[config.mk]
export PLATFORM = sky130hd
export DESIGN_NAME = plc_discrete_io_supervisor
export DESIGN_NICKNAME = d
export VERILOG_FILES = /design/src/hw/dispense_io_pkg.sv /design/src/hw/input_conditioner.sv /design/src/hw/plc_discrete_io_supervisor.sv
export SDC_FILE = /design/constraint.sdc
export NUM_CORES = 1
export LEC_CHECK = 0
export ABC_AREA = 1
export BUFFER_PORTS_ARGS = -buffer_cell sky130_fd_sc_hd__buf_2
export CAP_MARGIN = 10
export CORE_MARGIN = 8
export CORE_UTILIZATION = 30
export CTS_CLUSTER_DIAMETER = 200
export CTS_CLUSTER_SIZE = 8
export DETAILED_ROUTE_END_ITERATION = 7
export GPL_TIMING_DRIVEN = 1
export SLEW_MARGIN = 0
export SYNTH_ARGS = -nofsm -noshare
export SYNTH_HDL_FRONTEND = slang
export SYNTH_HIERARCHICAL = 1
export SYNTH_SLANG_ARGS = --single-unit
[constraint.sdc]
create_clock -name aclk -period 3.75 [get_ports aclk]
set_input_delay 0.5625 -clock aclk [delete_from_list [all_inputs] [get_ports aclk]]
set_output_delay 0.5625 -clock aclk [all_outputs]
set_load 0.02 [all_outputs]
[src/hw/dispense_io_pkg.sv]
// constants, carriers and state types of the discrete io supervisor
// assumes a 10 MHz aclk and a 32-bit axi4-lite register bus
package dispense_io_pkg;

    ////////////////////////////////////////////////////////////////////////
    // clock and timing
    localparam int unsigned CLK_PERIOD_NS  = 100;
    localparam longint      SOAK_UNIT_NS   = 64'd60_000_000_000;
    localparam int unsigned SOAK_UNIT_CYC  =
        int'(SOAK_UNIT_NS / longint'(CLK_PERIOD_NS));
    localparam int unsigned FILTER_NS      = 400;
    localparam int unsigned FILTER_CYC     =
        (FILTER_NS + CLK_PERIOD_NS - 1) / CLK_PERIOD_NS;
    localparam int unsigned FILTER_CNT_W   = 3;

    ////////////////////////////////////////////////////////////////////////
    // register byte offsets
    localparam logic [7:0] OFS_CTRL       = 8'h00;
    localparam logic [7:0] OFS_LOCAL      = 8'h04;
    localparam logic [7:0] OFS_SOAK       = 8'h08;
    localparam logic [7:0] OFS_STATUS     = 8'h0C;
    localparam logic [7:0] OFS_INT_STATUS = 8'h10;
    localparam logic [7:0] OFS_INT_EN     = 8'h14;
    localparam logic [7:0] OFS_INT_CLR    = 8'h18;
    localparam logic [7:0] OFS_TEMP_BASE  = 8'h20;
    localparam int unsigned NUM_ZONES     = 4;

    // temperature fields, degrees F
    localparam int unsigned TEMP_W        = 9;
    localparam int unsigned SP_LSB        = 0;
    localparam int unsigned SB_LSB        = 16;
    localparam logic [8:0]  SETBACK_GAP   = 9'h014;
    localparam logic [8:0]  SP_RST        = 9'h17C;
    localparam logic [8:0]  SB_RST        = 9'h12C;

    // soak length in minutes
    localparam logic [15:0] SOAK_MIN_RST  = 16'h002D;

    // interrupt event positions
    localparam int unsigned EV_ALARM      = 0;
    localparam int unsigned EV_EMPTY      = 1;
    localparam int unsigned EV_READY      = 2;
    localparam int unsigned EV_TAKEOVER   = 3;
    localparam int unsigned EV_CROSS      = 4;
    localparam int unsigned EV_W          = 5;

    // axi responses
    localparam logic [1:0] RESP_OKAY      = 2'h0;
    localparam logic [1:0] RESP_SLVERR    = 2'h2;

    ////////////////////////////////////////////////////////////////////////
    // carriers
    typedef struct packed {
        logic takeover;
        logic pump;
        logic setback;
        logic heat;
    } req_t;

    typedef struct packed {
        logic err_hi;
        logic err_lo;
        logic run_hi;
        logic run_lo;
    } contacts_t;

    typedef struct packed {
        logic       zones_at_setpoint;
        logic       zones_in_window;
        logic [1:0] drum_low;
        logic [1:0] drum_empty;
        logic       alarm;
    } plant_t;

    typedef enum logic [1:0] {PH_OFF, PH_WARM, PH_SOAK, PH_READY} phase_t;

endpackage

[src/hw/input_conditioner.sv]
// two-stage synchroniser followed by a level filter for one pin
// assumes raw is asynchronous to aclk
`timescale 1ns/1ns
module input_conditioner
(
    // clock and reset
    input  wire logic aclk,
    input  wire logic aresetn,
    // pin and filtered level
    input  wire logic raw,
    output logic      level
);

    typedef struct packed {
        logic                                      s1;
        logic                                      s2;
        logic                                      lvl;
        logic [dispense_io_pkg::FILTER_CNT_W-1:0]  cnt;
    } cond_t;

    cond_t st_reg;
    cond_t st_next;

    always_comb
    begin
        st_next    = st_reg;
        st_next.s1 = raw;
        st_next.s2 = st_reg.s1;
        if (st_reg.s2 == st_reg.lvl)
            st_next.cnt = '0;
        else if (st_reg.cnt ==
                 dispense_io_pkg::FILTER_CNT_W'(dispense_io_pkg::FILTER_CYC - 1))
        begin
            st_next.lvl = st_reg.s2;
            st_next.cnt = '0;
        end
        else
            st_next.cnt = st_reg.cnt + 1'b1;
    end

    always_ff @(posedge aclk)
    begin
        if (!aresetn)
            st_reg <= '0;
        else
            st_reg <= st_next;
    end

    assign level = st_reg.lvl;

endmodule // input_conditioner

[src/hw/plc_discrete_io_supervisor.sv]
// supervisor for the hard-wired controller interface of the dispenser
// assumes discrete pins are asynchronous, plant flags are on aclk
// Notes on behaviour
// - four request inputs, four state output contacts
// - takeover selects pin commands, locks local display
// - no automatic crossover under external command
// - heat request high starts it; setback request acts only with heat high
// - request low stops heat or leaves setback
// - run state two-bit encoding on outputs
// - error state two-bit encoding on outputs
// - contacts open unpowered, closed means asserted
// - warm-up then ready; pump only after ready
// - autostart latches at zone setpoint, pumps once ready
// - air motor locked until zones in window
// - configurable heat soak before air release
// - setback at least 20 F below setpoint, forced to 0 F when setpoint is 20 F or less
`timescale 1ns/1ns
module plc_discrete_io_supervisor
#(
    parameter int unsigned SOAK_UNIT_CYCLES = dispense_io_pkg::SOAK_UNIT_CYC
)
(
    // clock and reset
    input  wire logic                      aclk,
    input  wire logic                      aresetn,
    // axi4-lite slave
    input  wire logic [7:0]                s_axi_awaddr,
    input  wire logic                      s_axi_awvalid,
    output logic                           s_axi_awready,
    input  wire logic [31:0]               s_axi_wdata,
    input  wire logic [3:0]                s_axi_wstrb,
    input  wire logic                      s_axi_wvalid,
    output logic                           s_axi_wready,
    output logic [1:0]                     s_axi_bresp,
    output logic                           s_axi_bvalid,
    input  wire logic                      s_axi_bready,
    input  wire logic [7:0]                s_axi_araddr,
    input  wire logic                      s_axi_arvalid,
    output logic                           s_axi_arready,
    output logic [31:0]                    s_axi_rdata,
    output logic [1:0]                     s_axi_rresp,
    output logic                           s_axi_rvalid,
    input  wire logic                      s_axi_rready,
    // discrete request pins, input terminal block
    input  wire dispense_io_pkg::req_t     pin_req,
    // discrete state contacts, output terminal block
    output dispense_io_pkg::contacts_t     contacts,
    // plant status from the zone control board
    input  wire dispense_io_pkg::plant_t   plant,
    // plant controls
    output logic                           heater_on,
    output logic                           setback_on,
    output logic                           pump_on,
    output logic                           air_motor_enable,
    output logic                           local_display_locked,
    output logic                           active_unit_b,
    // interrupt
    output logic                           irq
);

    ////////////////////////////////////////////////////////////////////////
    // state
    typedef struct packed {
        logic                               aw_v;
        logic [7:0]                         aw_addr;
        logic                               w_v;
        logic [31:0]                        w_data;
        logic [3:0]                         w_strb;
        logic                               b_v;
        logic [1:0]                         b_resp;
        logic                               r_v;
        logic [31:0]                        r_data;
        logic [1:0]                         r_resp;
        logic                               autostart;
        logic                               tandem_en;
        logic [2:0]                         local_cmd;
        logic [15:0]                        soak_min;
        logic [dispense_io_pkg::EV_W-1:0]   int_status;
        logic [dispense_io_pkg::EV_W-1:0]   int_en;
        logic [dispense_io_pkg::NUM_ZONES-1:0]
              [dispense_io_pkg::TEMP_W-1:0] setpoint;
        logic [dispense_io_pkg::NUM_ZONES-1:0]
              [dispense_io_pkg::TEMP_W-1:0] setback;
        dispense_io_pkg::phase_t            phase;
        logic [31:0]                        unit_cnt;
        logic [15:0]                        soak_cnt;
        logic                               pump_auto;
        logic                               active_b;
        logic                               alarm_d;
        logic                               empty_d;
        logic                               takeover_d;
        dispense_io_pkg::contacts_t         out;
        logic                               heat_o;
        logic                               setback_o;
        logic                               pump_o;
        logic                               air_o;
    } state_t;

    state_t st_reg;
    state_t st_next;

    ////////////////////////////////////////////////////////////////////////
    // helpers
    function automatic logic [31:0] merge_bytes(input logic [31:0] old,
                                                input logic [31:0] data,
                                                input logic [3:0]  strb);
        logic [31:0] res;
        res = old;
        for (int i = 0; i < 4; i++)
            if (strb[i])
                res[i*8 +: 8] = data[i*8 +: 8];
        return res;
    endfunction

    function automatic logic [8:0] limit_setback(input logic [8:0] sp,
                                                 input logic [8:0] sb);
        logic [8:0] lim;
        lim = (sp > dispense_io_pkg::SETBACK_GAP) ?
              sp - dispense_io_pkg::SETBACK_GAP : 9'h000;
        return (sb > lim) ? lim : sb;
    endfunction

    function automatic logic is_temp(input logic [7:0] a);
        return a[7:4] == dispense_io_pkg::OFS_TEMP_BASE[7:4]
            && {1'b0, a[3:2]} < 3'(dispense_io_pkg::NUM_ZONES);
    endfunction

    ////////////////////////////////////////////////////////////////////////
    // pin conditioning
    dispense_io_pkg::req_t req;

    genvar g;
    generate
        for (g = 0; g < 4; g++)
        begin : g_cond
            input_conditioner u_cond
            (
                .aclk    (aclk),
                .aresetn (aresetn),
                .raw     (pin_req[g]),
                .level   (req[g])
            );
        end
    endgenerate

    ////////////////////////////////////////////////////////////////////////
    // next state
    logic        cmd_heat;
    logic        cmd_setback;
    logic        cmd_pump;
    logic        wr_fire;
    logic [31:0] wr_word;
    logic [31:0] rd_word;
    logic        rd_ok;
    logic [dispense_io_pkg::EV_W-1:0] ev;
    logic [dispense_io_pkg::EV_W-1:0] clr;
    logic        active_empty;
    logic        other_empty;
    logic        release_air;
    logic [1:0]  zi;

    always_comb
    begin
        st_next = st_reg;
        ev      = '0;
        clr     = '0;
        wr_word = '0;
        rd_word = '0;
        rd_ok   = 1'b1;
        zi      = '0;

        // command source selection
        if (req.takeover)
        begin
            cmd_heat    = req.heat;
            cmd_setback = req.setback;
            cmd_pump    = req.pump;
        end
        else
        begin
            cmd_heat    = st_reg.local_cmd[0];
            cmd_setback = st_reg.local_cmd[1];
            cmd_pump    = st_reg.local_cmd[2];
        end

        // axi write channel capture
        if (s_axi_awvalid && !st_reg.aw_v && !st_reg.b_v)
        begin
            st_next.aw_v    = 1'b1;
            st_next.aw_addr = s_axi_awaddr;
        end
        if (s_axi_wvalid && !st_reg.w_v && !st_reg.b_v)
        begin
            st_next.w_v    = 1'b1;
            st_next.w_data = s_axi_wdata;
            st_next.w_strb = s_axi_wstrb;
        end
        wr_fire = st_reg.aw_v && st_reg.w_v && !st_reg.b_v;
        if (wr_fire)
        begin
            st_next.aw_v   = 1'b0;
            st_next.w_v    = 1'b0;
            st_next.b_v    = 1'b1;
            st_next.b_resp = dispense_io_pkg::RESP_OKAY;
            zi = st_reg.aw_addr[3:2];
            unique case (st_reg.aw_addr)
                dispense_io_pkg::OFS_CTRL:
                begin
                    wr_word = merge_bytes({30'h0, st_reg.tandem_en,
                                           st_reg.autostart},
                                          st_reg.w_data, st_reg.w_strb);
                    st_next.autostart = wr_word[0];
                    st_next.tandem_en = wr_word[1];
                end
                dispense_io_pkg::OFS_LOCAL:
                begin
                    wr_word = merge_bytes({29'h0, st_reg.local_cmd},
                                          st_reg.w_data, st_reg.w_strb);
                    if (!req.takeover)
                        st_next.local_cmd = wr_word[2:0];
                end
                dispense_io_pkg::OFS_SOAK:
                begin
                    wr_word = merge_bytes({16'h0, st_reg.soak_min},
                                          st_reg.w_data, st_reg.w_strb);
                    st_next.soak_min = wr_word[15:0];
                end
                dispense_io_pkg::OFS_INT_EN:
                begin
                    wr_word = merge_bytes(32'(st_reg.int_en),
                                          st_reg.w_data, st_reg.w_strb);
                    st_next.int_en = wr_word[dispense_io_pkg::EV_W-1:0];
                end
                dispense_io_pkg::OFS_INT_CLR:
                    clr = st_reg.w_data[dispense_io_pkg::EV_W-1:0];
                default:
                begin
                    if (is_temp(st_reg.aw_addr))
                    begin
                        wr_word = merge_bytes(
                            {7'h0, st_reg.setback[zi], 7'h0,
                             st_reg.setpoint[zi]},
                            st_reg.w_data, st_reg.w_strb);
                        st_next.setpoint[zi] =
                            wr_word[dispense_io_pkg::SP_LSB +: 9];
                        st_next.setback[zi] = limit_setback(
                            wr_word[dispense_io_pkg::SP_LSB +: 9],
                            wr_word[dispense_io_pkg::SB_LSB +: 9]);
                    end
                    else
                        st_next.b_resp = dispense_io_pkg::RESP_SLVERR;
                end
            endcase
        end
        if (st_reg.b_v && s_axi_bready)
            st_next.b_v = 1'b0;

        // axi read
        if (s_axi_arvalid && !st_reg.r_v)
        begin
            zi = s_axi_araddr[3:2];
            unique case (s_axi_araddr)
                dispense_io_pkg::OFS_CTRL:
                    rd_word = {30'h0, st_reg.tandem_en, st_reg.autostart};
                dispense_io_pkg::OFS_LOCAL:
                    rd_word = {29'h0, st_reg.local_cmd};
                dispense_io_pkg::OFS_SOAK:
                    rd_word = {16'h0, st_reg.soak_min};
                dispense_io_pkg::OFS_STATUS:
                    rd_word = {16'h0, st_reg.soak_cnt[7:0],
                               req.takeover, st_reg.active_b,
                               2'(st_reg.phase), st_reg.out};
                dispense_io_pkg::OFS_INT_STATUS:
                    rd_word = 32'(st_reg.int_status);
                dispense_io_pkg::OFS_INT_EN:
                    rd_word = 32'(st_reg.int_en);
                dispense_io_pkg::OFS_INT_CLR:
                    rd_word = '0;
                default:
                begin
                    if (is_temp(s_axi_araddr))
                        rd_word = {7'h0, st_reg.setback[zi],
                                   7'h0, st_reg.setpoint[zi]};
                    else
                        rd_ok = 1'b0;
                end
            endcase
            st_next.r_v    = 1'b1;
            st_next.r_data = rd_word;
            st_next.r_resp = rd_ok ? dispense_io_pkg::RESP_OKAY
                                   : dispense_io_pkg::RESP_SLVERR;
        end
        else if (st_reg.r_v && s_axi_rready)
            st_next.r_v = 1'b0;

        // heat phase sequence
        unique case (st_reg.phase)
            dispense_io_pkg::PH_OFF:
                if (cmd_heat && !cmd_setback)
                    st_next.phase = dispense_io_pkg::PH_WARM;
            dispense_io_pkg::PH_WARM:
                if (plant.zones_at_setpoint)
                begin
                    st_next.phase    = dispense_io_pkg::PH_SOAK;
                    st_next.unit_cnt = '0;
                    st_next.soak_cnt = '0;
                end
            dispense_io_pkg::PH_SOAK:
                if (!plant.zones_in_window)
                    st_next.phase = dispense_io_pkg::PH_WARM;
                else if (st_reg.soak_cnt >= st_reg.soak_min)
                begin
                    st_next.phase = dispense_io_pkg::PH_READY;
                    ev[dispense_io_pkg::EV_READY] = 1'b1;
                end
                else if (st_reg.unit_cnt == SOAK_UNIT_CYCLES - 1)
                begin
                    st_next.unit_cnt = '0;
                    st_next.soak_cnt = st_reg.soak_cnt + 1'b1;
                end
                else
                    st_next.unit_cnt = st_reg.unit_cnt + 1'b1;
            dispense_io_pkg::PH_READY:
                if (!plant.zones_in_window)
                    st_next.phase = dispense_io_pkg::PH_WARM;
        endcase
        if (!cmd_heat)
            st_next.phase = dispense_io_pkg::PH_OFF;
        else if (cmd_setback)
            st_next.phase = dispense_io_pkg::PH_WARM;

        // autostart latch, cleared with heat
        if (!cmd_heat || cmd_setback)
            st_next.pump_auto = 1'b0;
        else if (st_reg.autostart && plant.zones_at_setpoint)
            st_next.pump_auto = 1'b1;

        // air interlock and plant drives
        release_air = st_reg.phase == dispense_io_pkg::PH_READY
                   && plant.zones_in_window && cmd_heat
                   && !cmd_setback;
        st_next.air_o     = release_air;
        st_next.heat_o    = cmd_heat;
        st_next.setback_o = cmd_heat && cmd_setback;
        st_next.pump_o    = release_air
                         && (cmd_pump || st_reg.pump_auto);

        // crossover, only when the panel has control
        active_empty = plant.drum_empty[st_reg.active_b];
        other_empty  = plant.drum_empty[!st_reg.active_b];
        if (st_reg.tandem_en && !req.takeover && active_empty
            && !other_empty)
        begin
            st_next.active_b = !st_reg.active_b;
            ev[dispense_io_pkg::EV_CROSS] = 1'b1;
        end

        // run and error state contacts
        if (!st_reg.heat_o)
            {st_next.out.run_hi, st_next.out.run_lo} = 2'h0;
        else if (st_reg.pump_o)
            {st_next.out.run_hi, st_next.out.run_lo} = 2'h3;
        else if (st_reg.phase == dispense_io_pkg::PH_READY)
            {st_next.out.run_hi, st_next.out.run_lo} = 2'h2;
        else
            {st_next.out.run_hi, st_next.out.run_lo} = 2'h1;
        if (plant.alarm)
            {st_next.out.err_hi, st_next.out.err_lo} = 2'h3;
        else if (active_empty)
            {st_next.out.err_hi, st_next.out.err_lo} = 2'h2;
        else if (plant.drum_low[st_reg.active_b])
            {st_next.out.err_hi, st_next.out.err_lo} = 2'h1;
        else
            {st_next.out.err_hi, st_next.out.err_lo} = 2'h0;

        // events; a new event beats a clear in the same cycle
        st_next.alarm_d    = plant.alarm;
        st_next.empty_d    = active_empty;
        st_next.takeover_d = req.takeover;
        ev[dispense_io_pkg::EV_ALARM]    = plant.alarm && !st_reg.alarm_d;
        ev[dispense_io_pkg::EV_EMPTY]    = active_empty && !st_reg.empty_d;
        ev[dispense_io_pkg::EV_TAKEOVER] = req.takeover != st_reg.takeover_d;
        st_next.int_status = (st_reg.int_status & ~clr) | ev;
    end

    ////////////////////////////////////////////////////////////////////////
    // registers
    always_ff @(posedge aclk)
    begin
        if (!aresetn)
        begin
            st_reg          <= '0;
            st_reg.soak_min <= dispense_io_pkg::SOAK_MIN_RST;
            st_reg.setpoint <= {dispense_io_pkg::NUM_ZONES
                               {dispense_io_pkg::SP_RST}};
            st_reg.setback  <= {dispense_io_pkg::NUM_ZONES
                               {dispense_io_pkg::SB_RST}};
            st_reg.phase    <= dispense_io_pkg::PH_OFF;
        end
        else
            st_reg <= st_next;
    end

    ////////////////////////////////////////////////////////////////////////
    // outputs
    assign s_axi_awready        = !st_reg.aw_v && !st_reg.b_v;
    assign s_axi_wready         = !st_reg.w_v && !st_reg.b_v;
    assign s_axi_bvalid         = st_reg.b_v;
    assign s_axi_bresp          = st_reg.b_resp;
    assign s_axi_arready        = !st_reg.r_v;
    assign s_axi_rvalid         = st_reg.r_v;
    assign s_axi_rdata          = st_reg.r_data;
    assign s_axi_rresp          = st_reg.r_resp;
    assign contacts             = st_reg.out;
    assign heater_on            = st_reg.heat_o;
    assign setback_on           = st_reg.setback_o;
    assign pump_on              = st_reg.pump_o;
    assign air_motor_enable     = st_reg.air_o;
    assign local_display_locked = st_reg.takeover_d;
    assign active_unit_b        = st_reg.active_b;
    assign irq                  = |(st_reg.int_status & st_reg.int_en);

endmodule // plc_discrete_io_supervisor

# Word-level counts from Yosys, hierarchy flattened
# Index checks and enable logic that the tools add are counted.
[op_classes] n_addsub=7 muxes=72 n_reduce_logical=69 n_lt_le_gt_ge=8 eq_ne=36 bitwise_logic=12
[ops] op="$pmux 25 s7" count=1
[ops] op="$mux 48" count=2
[ops] op="$pmux 48 s2" count=1
[ops] op="$bmux 9 s2" count=4
[ops] op="$bwmux 36" count=2
[ops] op="$mux 8" count=8
[ops] op="$mux 9" count=7
[ops] op="$mux 50" count=1
[ops] op="$eq 8x5->1 const B" count=5
[ops] op="$add 32x1->32 const B" count=1
[ops] op="$eq 32x30->1 const B" count=1
[ops] op="$mux 32" count=1
[ops] op="$mux 1" count=28
[ops] op="$mux 25" count=1
[ops] op="$eq 8x4->1 const B" count=3
[ops] op="$logic_and 1x1->1" count=24
[ops] op="$mux 2" count=11
[ops] op="$demux 9 s2" count=1
[ops] op="$add 16x1->16 const B" count=1
[ops] op="$eq 8x3->1 const B" count=2
[ops] op="$ge 16x16->1" count=1
[ops] op="$logic_not 8->1" count=2
[ops] op="$mux 16" count=1
[ops] op="$reduce_and 4->1" count=4
[ops] op="33 further kinds" count=91
[totals] reg_bits=267 inputBits=70 out_inout_bits=52 wordCells=262

# Longest topological paths before layout
# Gate-level depths: netlist (run 1).
[depth] ltp_word=11 mapped_depth=27 depth_no_buf=25

# By module
# Netlist (run 1), hierarchy kept.
[by_module_without_submodules] mod="plc_discrete_io_supervisor" area_per_inst_um2=12678.4 seq_area_each_um2=4684.5 cells_per_inst=1846 n_inst=1
[by_module_without_submodules] mod="input_conditioner" area_per_inst_um2=229.0 seq_area_each_um2=120.1 cells_per_inst=28 n_inst=4

# Worst setup path after synthesis (run 1)
# OpenSTA, ideal clock, no wires.
[synth_timing] path_type="register to register" start="reg st_reg[204] (netlist bit)" end="reg st_reg[71] (netlist bit)" setup_ns=0.115 stages_incl_launch_ff=25 arrival_time_ns=3.072 required_time_ns=3.635 setup_slack_ns=0.563 period_less_slack_ns=3.187 path_buffers=3 cell_sequence="dfxtp_1 buf_2 inv_1 buf_2 nand3_1 nand2_2 inv_1 ha_1 nand3_1 nor2_1 nand2_1 nand2_1 nand2_2 buf_6 nand2_1 ha_1 a21oi_1 o21ai_0 nand2_1 o2111ai_1 nand2_1 inv_2 or2_2 nand3_1 nand2_1"
[synth_via] elab_chain_cells=9 elab_cells_between_ends=10 cone_classes="add/sub: 1; order compare: 2; mux: 7"
[synth_rtl] element="start, declared" line_no="plc_discrete_io_supervisor.sv:99" source="state_t st_reg;"
[synth_rtl] element="start signal, assigned" line_no="plc_discrete_io_supervisor.sv:401" source="st_reg <= st_next;"
[synth_rtl] element="$mux 8 (*)" line_no="plc_discrete_io_supervisor.sv:110" source="if (strb[i])"
[synth_rtl] element="$mux 8 (*)" line_no="plc_discrete_io_supervisor.sv:238" source="if (is_temp(st_reg.aw_addr))"
[synth_rtl] element="$mux 8 (*)" line_no="plc_discrete_io_supervisor.sv:206" source="unique case (st_reg.aw_addr)"
[synth_rtl] element="$mux 8 (*)" line_no="plc_discrete_io_supervisor.sv:199" source="if (wr_fire)"
[synth_rtl] element="$sub 9x5->9 or $gt 9x5->1 (tied branches)" line_no="plc_discrete_io_supervisor.sv:119, plc_discrete_io_supervisor.sv:118"
[synth_rtl] element="$mux 9 (*)" line_no="plc_discrete_io_supervisor.sv:118" source="lim = (sp > dispense_io_pkg::SETBACK_GAP) ?"
[synth_rtl] element="$gt 9x9->1" line_no="plc_discrete_io_supervisor.sv:120" source="return (sb > lim) ? lim : sb;"
[synth_rtl] element="$mux 9 (*)" line_no="plc_discrete_io_supervisor.sv:120"
[synth_rtl] element="$bwmux 36 (*)" line_no="plc_discrete_io_supervisor.sv:246" source="st_next.setback[zi] = limit_setback("
# Mark *: on every way between the ends. The rest lies on a longest branch, timed or not. The select of a mux whose other input is x is not followed.
# A chain may end at the register's enable or synchronous reset.

# Final worst setup path (run 1)
[layout_timing] start="reg st_reg[243] (netlist bit)" end="reg st_reg[95] (netlist bit)"
[layout_via] elab_chain_cells=11 elab_cells_between_ends=39 cone_classes="add/sub: 1; order compare: 4; eq/ne: 4; mux: 25; bitwise: 1; reduce/logical: 4"
[layout_rtl] element="$bmux 9 s2" line_no="plc_discrete_io_supervisor.sv:242" source="st_reg.setpoint[zi]},"
[layout_rtl] element="$mux 9 (not written as such)" line_no="plc_discrete_io_supervisor.sv:242"
[layout_rtl] element="$mux 8 or $mux 1 (tied branches)" line_no="plc_discrete_io_supervisor.sv:110"
[layout_rtl] element="$mux 8 or $mux 1 (tied branches)" line_no="plc_discrete_io_supervisor.sv:238"
[layout_rtl] element="$mux 8 or $mux 1 (tied branches)" line_no="plc_discrete_io_supervisor.sv:206"
[layout_rtl] element="$mux 8 or $mux 1 (tied branches)" line_no="plc_discrete_io_supervisor.sv:199"
[layout_rtl] element="$sub 9x5->9 or $gt 9x5->1 (tied branches)" line_no="plc_discrete_io_supervisor.sv:119, plc_discrete_io_supervisor.sv:118"
[layout_rtl] element="$mux 9" line_no="plc_discrete_io_supervisor.sv:118"
[layout_rtl] element="$gt 9x9->1" line_no="plc_discrete_io_supervisor.sv:120"
[layout_rtl] element="$mux 9" line_no="plc_discrete_io_supervisor.sv:120"
[layout_rtl] element="$bwmux 36" line_no="plc_discrete_io_supervisor.sv:246"
# Parallel ways exist; a longest one is shown, timed or not. The select of a mux whose other input is x is not followed.

==> results by group, run 1 <==
Clock tree
  • Clock transition at path regs: 0.05 ns
  • CTS tree: yes
  • CTS sink count: 258
  • H-tree Lvls: 2
  • CTS Root Buffer Type: clkbuf_16
  • CTS Buf Count: 38
  • Longest Clk Path Bufs: 3
  • Hold bufs inserted after CTS: 0
  • Clock latency on the worst-skew pair: 0.54 ns

Worst setup path
  • R2R depth: 22
  • CP most frequent cell: nand2_1
  • Worst r2r src: st_reg[243]$_SDFFE_PN0P_
  • Crit path kind: register to register
  • R2r setup slk: 0.41 ns
  • Worst Setup End Kind: register
  • CP max stage cell: dfxtp_2
  • Worst Path Max Fanout: 14
  • Arrival time at the worst endpoint: 3.75 ns
  • R2r endpoint: st_reg[95]$_SDFFE_PN1P_
  • Crit path required time: 4.17 ns
  • CP Launch Type: register
  • Slowest stage delay, CP: 0.36 ns
  • Cell-by-cell trace of the critical path: inv_4 > nand2_1 > nand2_1 > nand2_1 > nand3_1 > nand2_2 > ha_1 > nand3b_1 > nand2_1 > xor2_2 > nand2_1 > ha_1 > nand2_1 > nor2_1 > nand3b_1 > o2111ai_1 > nand2_1 > inv_2 > buf_12 > nand2_1 > nand3_1 > nand2_1

STA
  • Worst-margin pin slew: 0.968 ns
  • Tcrit/Tclk final: 89.0%
  • Worst Skew: ~0.021 ns
  • Highest Clock Rate: 300 MHz
  • Minimum clock period: 3.34 ns
  • Setup-failing EPs final: 0
  • Final hold vios: 0
  • Setup TNS: 0 ns
  • Final max-slew violation count: 0
  • Worst slew margin: 35.3%
  • RSZ-0062 raised after global routing: false

Hold path
  • Min-delay worst type: input port to register
  • Worst Hold End: g_cond[2].u_cond/st_next[4]$_SDFF_PN0_
  • Hold-critical path depth: 3
  • Min-delay src: pin_req[2]

Cells and area
  • Diode count: 0
  • Final Instance Area: 0.0156 mm2
  • Layout area overhead: 14.8%
  • Ratio of cells with drive above 1 in the final layout: 12.2%
  • Max reg flops: 195
  • Commonest non-fill, non-tap cell in the layout: nand2_1
  • Most frequent cells in the layout: nand2_1 (441), dfxtp_1 (257), inv_1 (208)
  • FILL cells: 4889
  • # nets final: 2144

Job
  • Max-Cap Viols: 0

Route
  • Post-route DRC: 0
  • Routed Antenna Nets: 0
  • DR vias: 13200
  • Via density: 5.01
  • Routed WL per cell: 16.7 um
  • WL final: 43.9 mm
  • Detailed Route Iter0 Violations: between 1000 and 1500
  • DRT Pass-1 Iters: 5

Synthesis
  • Register area share after synthesis: 38.0%
  • Ys Warns: 6
  • FF+latch count, synth: 258
  • Synth cell types: 48
  • Main synth FF type: dfxtp_1
  • Post-Synthesis Cells: just under 2000
  • Syn Area/Cell: 6.94 um2
  • Mapped cell area: around 0.014 mm2
  • Async SR Flop Fraction: 0%
  • EDFF count, synth: 0

Floorplanning
  • Starting Density: 30.2%
  • Ports: 122
  • Core ar.: 0.0451 mm2
  • Die area: 0.0524 mm2
  • Die Ht: 229 um
  • Row cnt: 78
  • Die Width: 229 um

Placed design
  • Routability cong.: 0.919
  • Hpwl dp: 31.8 mm
  • Cell area after placement: 0.0146 mm2
  • IO buf count: 105

Global routing
  • Grt ovf: 0
  • Vias in the first global route: 12600
  • Initial antenna violation count: 0
  • First-pass GRT wire length: 69.0 mm
  • GRT Total Usage: 16.2%
  • Largest net degree at the start of global routing: 142

Power and ir drop
  • VDD IR max: 310 uV
  • Leakage power: 6.49 nW
  • PD cells: 440 mW/mm2
  • Total power: 6.86 mW

Status
  • Status: finished, final reports clean
==> stage by stage <==
stage / util, % / hold WS, ns / worst slack (ns) / instances
after global placement: 32.3 / 0.399 / 0.291 / 2590
after floorplan: - / 0.390 / 0.563 / 1966
final: 34.6 / 0.206 / 0.414 / 2634
after detailed placement: 32.3 / 0.402 / 0.208 / 2590
after CTS: 34.5 / 0.178 / 0.196 / 2632
after global routing: 34.6 / 0.198 / 0.0639 / 2634
==> final cells by class <==
| class | count | area [um2] | share of cell area [%] |
|---|---|---|---|
| Inverter | 222 | 840 | 5.38 |
| Clock inverter | 4 | 42.5 | 0.273 |
| Tap cell | 600 | 751 | 4.81 |
| Clock buffer | 38 | 951 | 6.09 |
| Timing Repair Buffer | 150 | 891 | 5.71 |
| Sequential cell | 258 | 5170 | 33.1 |
| Multi-Input combinational cell | 1362 | 6960 | 44.6 |
==> power by group <==
| part | internal (mW) | leakage (nW) | switching, mW | total [mW] |
|---|---|---|---|---|
| sequential | 2.82 | 2.10 | 0.0418 | 2.86 |
| combinational | 0.315 | 3.91 | 0.664 | 0.979 |
| clock | 1.79 | 0.488 | 1.23 | 3.02 |
| total | 4.92 | 6.49 | 1.94 | 6.86 |
==> cells in the mapped netlist (10+ instances only) <==
| cell type | number | share of area (%) |
|---|---|---|
| nor3_1 | 30 | 1.1 |
| nor2_1 | 184 | 5.1 |
| nand3_2 | 10 | 0.74 |
| o21a_1 | 11 | 0.61 |
| a22oi_1 | 22 | 1.2 |
| nand2_1 | 442 | 12 |
| o21ai_0 | 105 | 3.9 |
| inv_2 | 10 | 0.28 |
| clkbuf_1 | 53 | 1.5 |
| buf_2 | 22 | 0.81 |
| o22ai_1 | 21 | 0.97 |
| buf_4 | 43 | 2.4 |
| nand3_1 | 125 | 4.6 |
| dfxtp_1 | 258 | 38 |
| ha_1 | 42 | 3.9 |
| a21oi_1 | 193 | 7.1 |
| inv_1 | 209 | 5.8 |
| xor2_1 | 26 | 1.7 |
| nand4_1 | 18 | 0.83 |
| o211ai_1 | 29 | 1.6 |
==> metal layers <==
| metal | up-vias | global-route usage [%] | routed length (um) |
|---|---|---|---|
| met5 | - | 0 | 0 |
| met4 | 0 | 4.66 | 1060 |
| met3 | 79 | 3.33 | 2950 |
| met2 | 437 | 27.1 | 20600 |
| met1 | 6120 | 20.8 | 19300 |
| li1 | 6562 | - | - |
==> worst max path at each step <==
| stage | start | to |
|---|---|---|
| global route | st_reg[243]$_SDFFE_PN0P_ | st_reg[95]$_SDFFE_PN1P_ |
| finish | st_reg[243]$_SDFFE_PN0P_ | st_reg[95]$_SDFFE_PN1P_ |
| CTS | st_reg[243]$_SDFFE_PN0P_ | st_reg[78]$_SDFFE_PN0P_ |
| detailed placement | st_reg[243]$_SDFFE_PN0P_ | st_reg[79]$_SDFFE_PN0P_ |
| floorplan | st_reg[204]$_SDFFE_PN0P_ | st_reg[71]$_SDFFE_PN1P_ |
| global placement | st_reg[243]$_SDFFE_PN0P_ | st_reg[80]$_SDFFE_PN1P_ |
==> worst max-delay path: cells and delay by family, from the launching register on <==
family | cells | cell delay [ns]
flip-flops | 1 | 0.36
buffers and inverters | 3 | 0.40
AO/OA/AOI/OAI | 1 | 0.09
AND/OR/NAND/NOR | 15 | 1.63
XOR/XNOR | 1 | 0.22
adder cells (fa/ha/maj) | 2 | 0.53
==> timing repair <==
item | 4_1_cts | 5_1_grt
setup endpoints to repair | 0 | 36
buffers inserted | 0 | 2
resized for setup | 0 | 5
==> logic make-up (layout without fill, tap and decap cells) <==
| group | count (synthesis) | after routing | synth area share (%) |
|---|---|---|---|
| other cells | 1 | 9 | 0.0276 |
| buf+inv | 346 | 414 | 11.1 |
| compound gates | 420 | 420 | 17.7 |
| simple gates | 857 | 857 | 27.1 |
| fa+ha+maj | 42 | 42 | 3.87 |
| flops | 258 | 258 | 38.0 |
| xor+xnor | 33 | 33 | 2.13 |
| mux | 1 | 1 | 0.0736 |
Power figures use the tool's default switching activity.
==> inputs of run 2 (changes only) <==
==> constraint.sdc (replaced) <==
create_clock -name aclk -period 3.75 [get_ports aclk]
set_input_delay 0.75 -clock aclk [delete_from_list [all_inputs] [get_ports aclk]]
set_output_delay 0.75 -clock aclk [all_outputs]
set_load 0.02 [all_outputs]
==> results by group, run 2 (same netlist as run 1, synthesis figures left out) <==
Status
  • Status: finished, final reports clean

Route
  • Via density: 4.99 (-0.40%)
  • WL final: 44.1 mm (+0.36%)
  • Routed WL per cell: 16.7 um (+0.24%)
  • Detailed Route Iter0 Violations: 1136 (+5.0%)
  • DRT Pass-1 Iters: 6 (+1)
  • Post-route DRC: 0 (unchanged)
  • DR vias: 13200 (-0.29%)
  • Routed Antenna Nets: 0 (unchanged)

Worst setup path
  • R2r endpoint: st_reg[79]$_SDFFE_PN0P_
  • R2r setup slk: 0.34 ns (-0.07 ns)
  • Worst r2r src: st_reg[243]$_SDFFE_PN0P_
  • Worst Path Max Fanout: 14 (unchanged)
  • Crit path kind: register to register
  • Worst setup path startpoint: st_reg[243]$_SDFFE_PN0P_
  • CP Launch Type: register
  • R2R depth: 23 (+4.5%)
  • Arrival time at the worst endpoint: 3.91 ns (+0.16 ns)
  • Worst Setup End Kind: register
  • Crit path required time: 4.24 ns (+0.07 ns)
  • CP endpoint: st_reg[79]$_SDFFE_PN0P_

Floorplanning
  • Row cnt: 78 (unchanged)
  • Die Ht: 229 um (unchanged)
  • Die Width: 229 um (unchanged)
  • Starting Density: 30.2% (unchanged)
  • Die area: 0.0524 mm2 (unchanged)
  • Core ar.: 0.0451 mm2 (unchanged)
  • Ports: 122 (unchanged)

Global routing
  • Met2 Use GR: 27.3% (+0.27 points)
  • Initial antenna violation count: 0 (unchanged)
  • Vias in the first global route: 12600 (+0.27%)
  • GRT busiest layer: met2
  • Grt met1 use: 20.5% (-0.29 points)
  • Largest net degree at the start of global routing: 142 (unchanged)
  • Grt ovf: 0 (unchanged)
  • First-pass GRT wire length: 69.6 mm (+0.85%)
  • GRT Total Usage: 16.4% (+0.19 points)
  • Met3 GRT Util: 3.11% (-0.21 points)

STA
  • Worst Skew: 0.0173 ns (-0.00333 ns)
  • Minimum clock period: 3.41 ns (+0.0742 ns)
  • Final hold vios: 0 (unchanged)
  • Highest Clock Rate: 293 MHz (-2.2%)
  • Worst-margin pin slew: 0.987 ns (+0.0198 ns)
  • Final max-slew violation count: 0 (unchanged)
  • RSZ-0062 raised after global routing: false
  • Worst slew margin: 33.9% (-1.3 points)
  • Setup-failing EPs final: 0 (unchanged)
  • Setup TNS: 0 ns (unchanged)
  • Tcrit/Tclk final: 90.9% (+2.0 points)

Cells and area
  • Final Util: 34.6% (about the same)
  • Ratio of cells with drive above 1 in the final layout: 12.3% (+0.031 points)
  • Layout area overhead: 14.7% (about the same)
  • Most frequent cells in the layout: nand2_1 (441), dfxtp_1 (257), inv_1 (209)
  • Diode count: 0 (unchanged)
  • Max reg flops: 195 (unchanged)
  • # nets final: 2147 (+0.14%)
  • FILL cells: 4833 (-1.1%)
  • Final Instance Area: 0.0156 mm2 (about the same)
  • Commonest non-fill, non-tap cell in the layout: nand2_1
  • Post-Layout Cell Count: 2637 (+0.11%)

Hold path
  • Min-delay worst type: input port to register
  • Hold-critical path depth: 2 (-1)

Job
  • Max-Cap Viols: 0 (unchanged)

Clock tree
  • Setup repair bufs after CTS: 0 (unchanged)
  • Longest Clk Path Bufs: 3 (unchanged)
  • Hold bufs inserted after CTS: 0 (unchanged)
  • CTS tree: yes
  • H-tree Lvls: 2 (unchanged)
  • Clock transition at path regs: 0.05 ns (about the same)
  • CTS sink count: 258 (unchanged)
  • CTS Buf Count: 38 (unchanged)
  • CTS Root Buffer Type: clkbuf_16
  • Clock latency on the worst-skew pair: 0.55 ns (about the same)

Placed design
  • DP Cell Count: 2595 (+0.19%)
  • IO buf count: 105 (unchanged)
  • Routability cong.: 0.918 (about the same)
  • Cell area after placement: 0.0146 mm2 (+0.17%)
  • Hpwl dp: 31.8 mm (about the same)

Power and ir drop
  • VDD IR max: 365 uV (+18%)
  • Leakage power: 6.49 nW (about the same)
  • Total power: 6.83 mW (-0.50%)
  • PD cells: 438 mW/mm2 (-0.44%)
[run 2: changes by cell type in the layout (fill, tap and decap cells not counted), sizes merged]
| cell | before | now |
|---|---|---|
| buf | 150 | 153 |
| inv | 220 | 221 |
| clkinvlp | 1 | 0 |
[run 2: cell type report]
cell class,count,area [um2],share of cell area [%]
clock inverters,4,42.5,0.273
well taps,600,751,4.81
flip-flops and latches,258,5170,33.1
inverters,222,833,5.34
repair buffers,153,901,5.78
multi-input cells,1362,6950,44.6
clock buffers,38,951,6.10
[run 2: worst min path at each step]
stage	end	from	slack [ns]
finish	s_axi_bvalid$_SDFFE_PP0P_	s_axi_bready	0.38
global route	g_cond[3].u_cond/st_next[4]$_SDFF_PN0_	pin_req[3]	0.38
CTS	s_axi_bvalid$_SDFFE_PP0P_	s_axi_bready	0.35
detailed placement	g_cond[2].u_cond/st_reg[4]$_SDFF_PN0_	g_cond[2].u_cond/st_next[4]$_SDFF_PN0_	0.40
global placement	g_cond[2].u_cond/st_reg[4]$_SDFF_PN0_	g_cond[2].u_cond/st_next[4]$_SDFF_PN0_	0.40
floorplan	g_cond[0].u_cond/st_reg[4]$_SDFF_PN0_	g_cond[0].u_cond/st_next[4]$_SDFF_PN0_	0.39
[run 2: metal layers]
| layer | share of wire (%) | vias to the layer above |
|---|---|---|
| li1 | - | 6551 |
| met1 | 44 | 6097 |
| met2 | 47 | 426 |
| met3 | 6.4 | 86 |
| met4 | 3.1 | 0 |
| met5 | 0 | - |
[run 2: stage by stage]
step,hold slack (ns),worst slack (ns)
floorplan,0.390,0.563
global placement,0.402,0.328
detailed placement,0.404,0.272
CTS,0.350,0.254
global route,0.378,0.0117
finish,0.377,0.340
[run 2: worst max-delay path, stage by stage (launching register included)]
cell,delay [ns]
dfxtp_2,0.36
inv_2,0.25
nand2_1,0.08
nand2_1,0.07
nand2_1,0.04
nand3_1,0.09
nand2_2,0.12
ha_1,0.23
nand3b_1,0.23
nand2_1,0.11
xor2_1,0.24
nand2_1,0.09
ha_1,0.30
nand2_1,0.07
nor2_1,0.15
nand3b_1,0.09
o2111ai_1,0.09
nand2_1,0.11
inv_2,0.15
buf_4,0.16
nand3_2,0.12
nand3_1,0.09
nand2_1,0.07
inv_1,0.04
[run 2: what timing repair did]
| item | in CTS | in global routing |
|---|---|---|
| endpoints found under the hold margin | 0 | 0 |
| endpoints found under the setup margin | 0 | 29 |
| resized for setup | 0 | 1 |
[run 2: power breakdown]
part           internal [mW]  switching, mW
clock                   1.79           1.22
combinational          0.295          0.662
sequential              2.82         0.0412
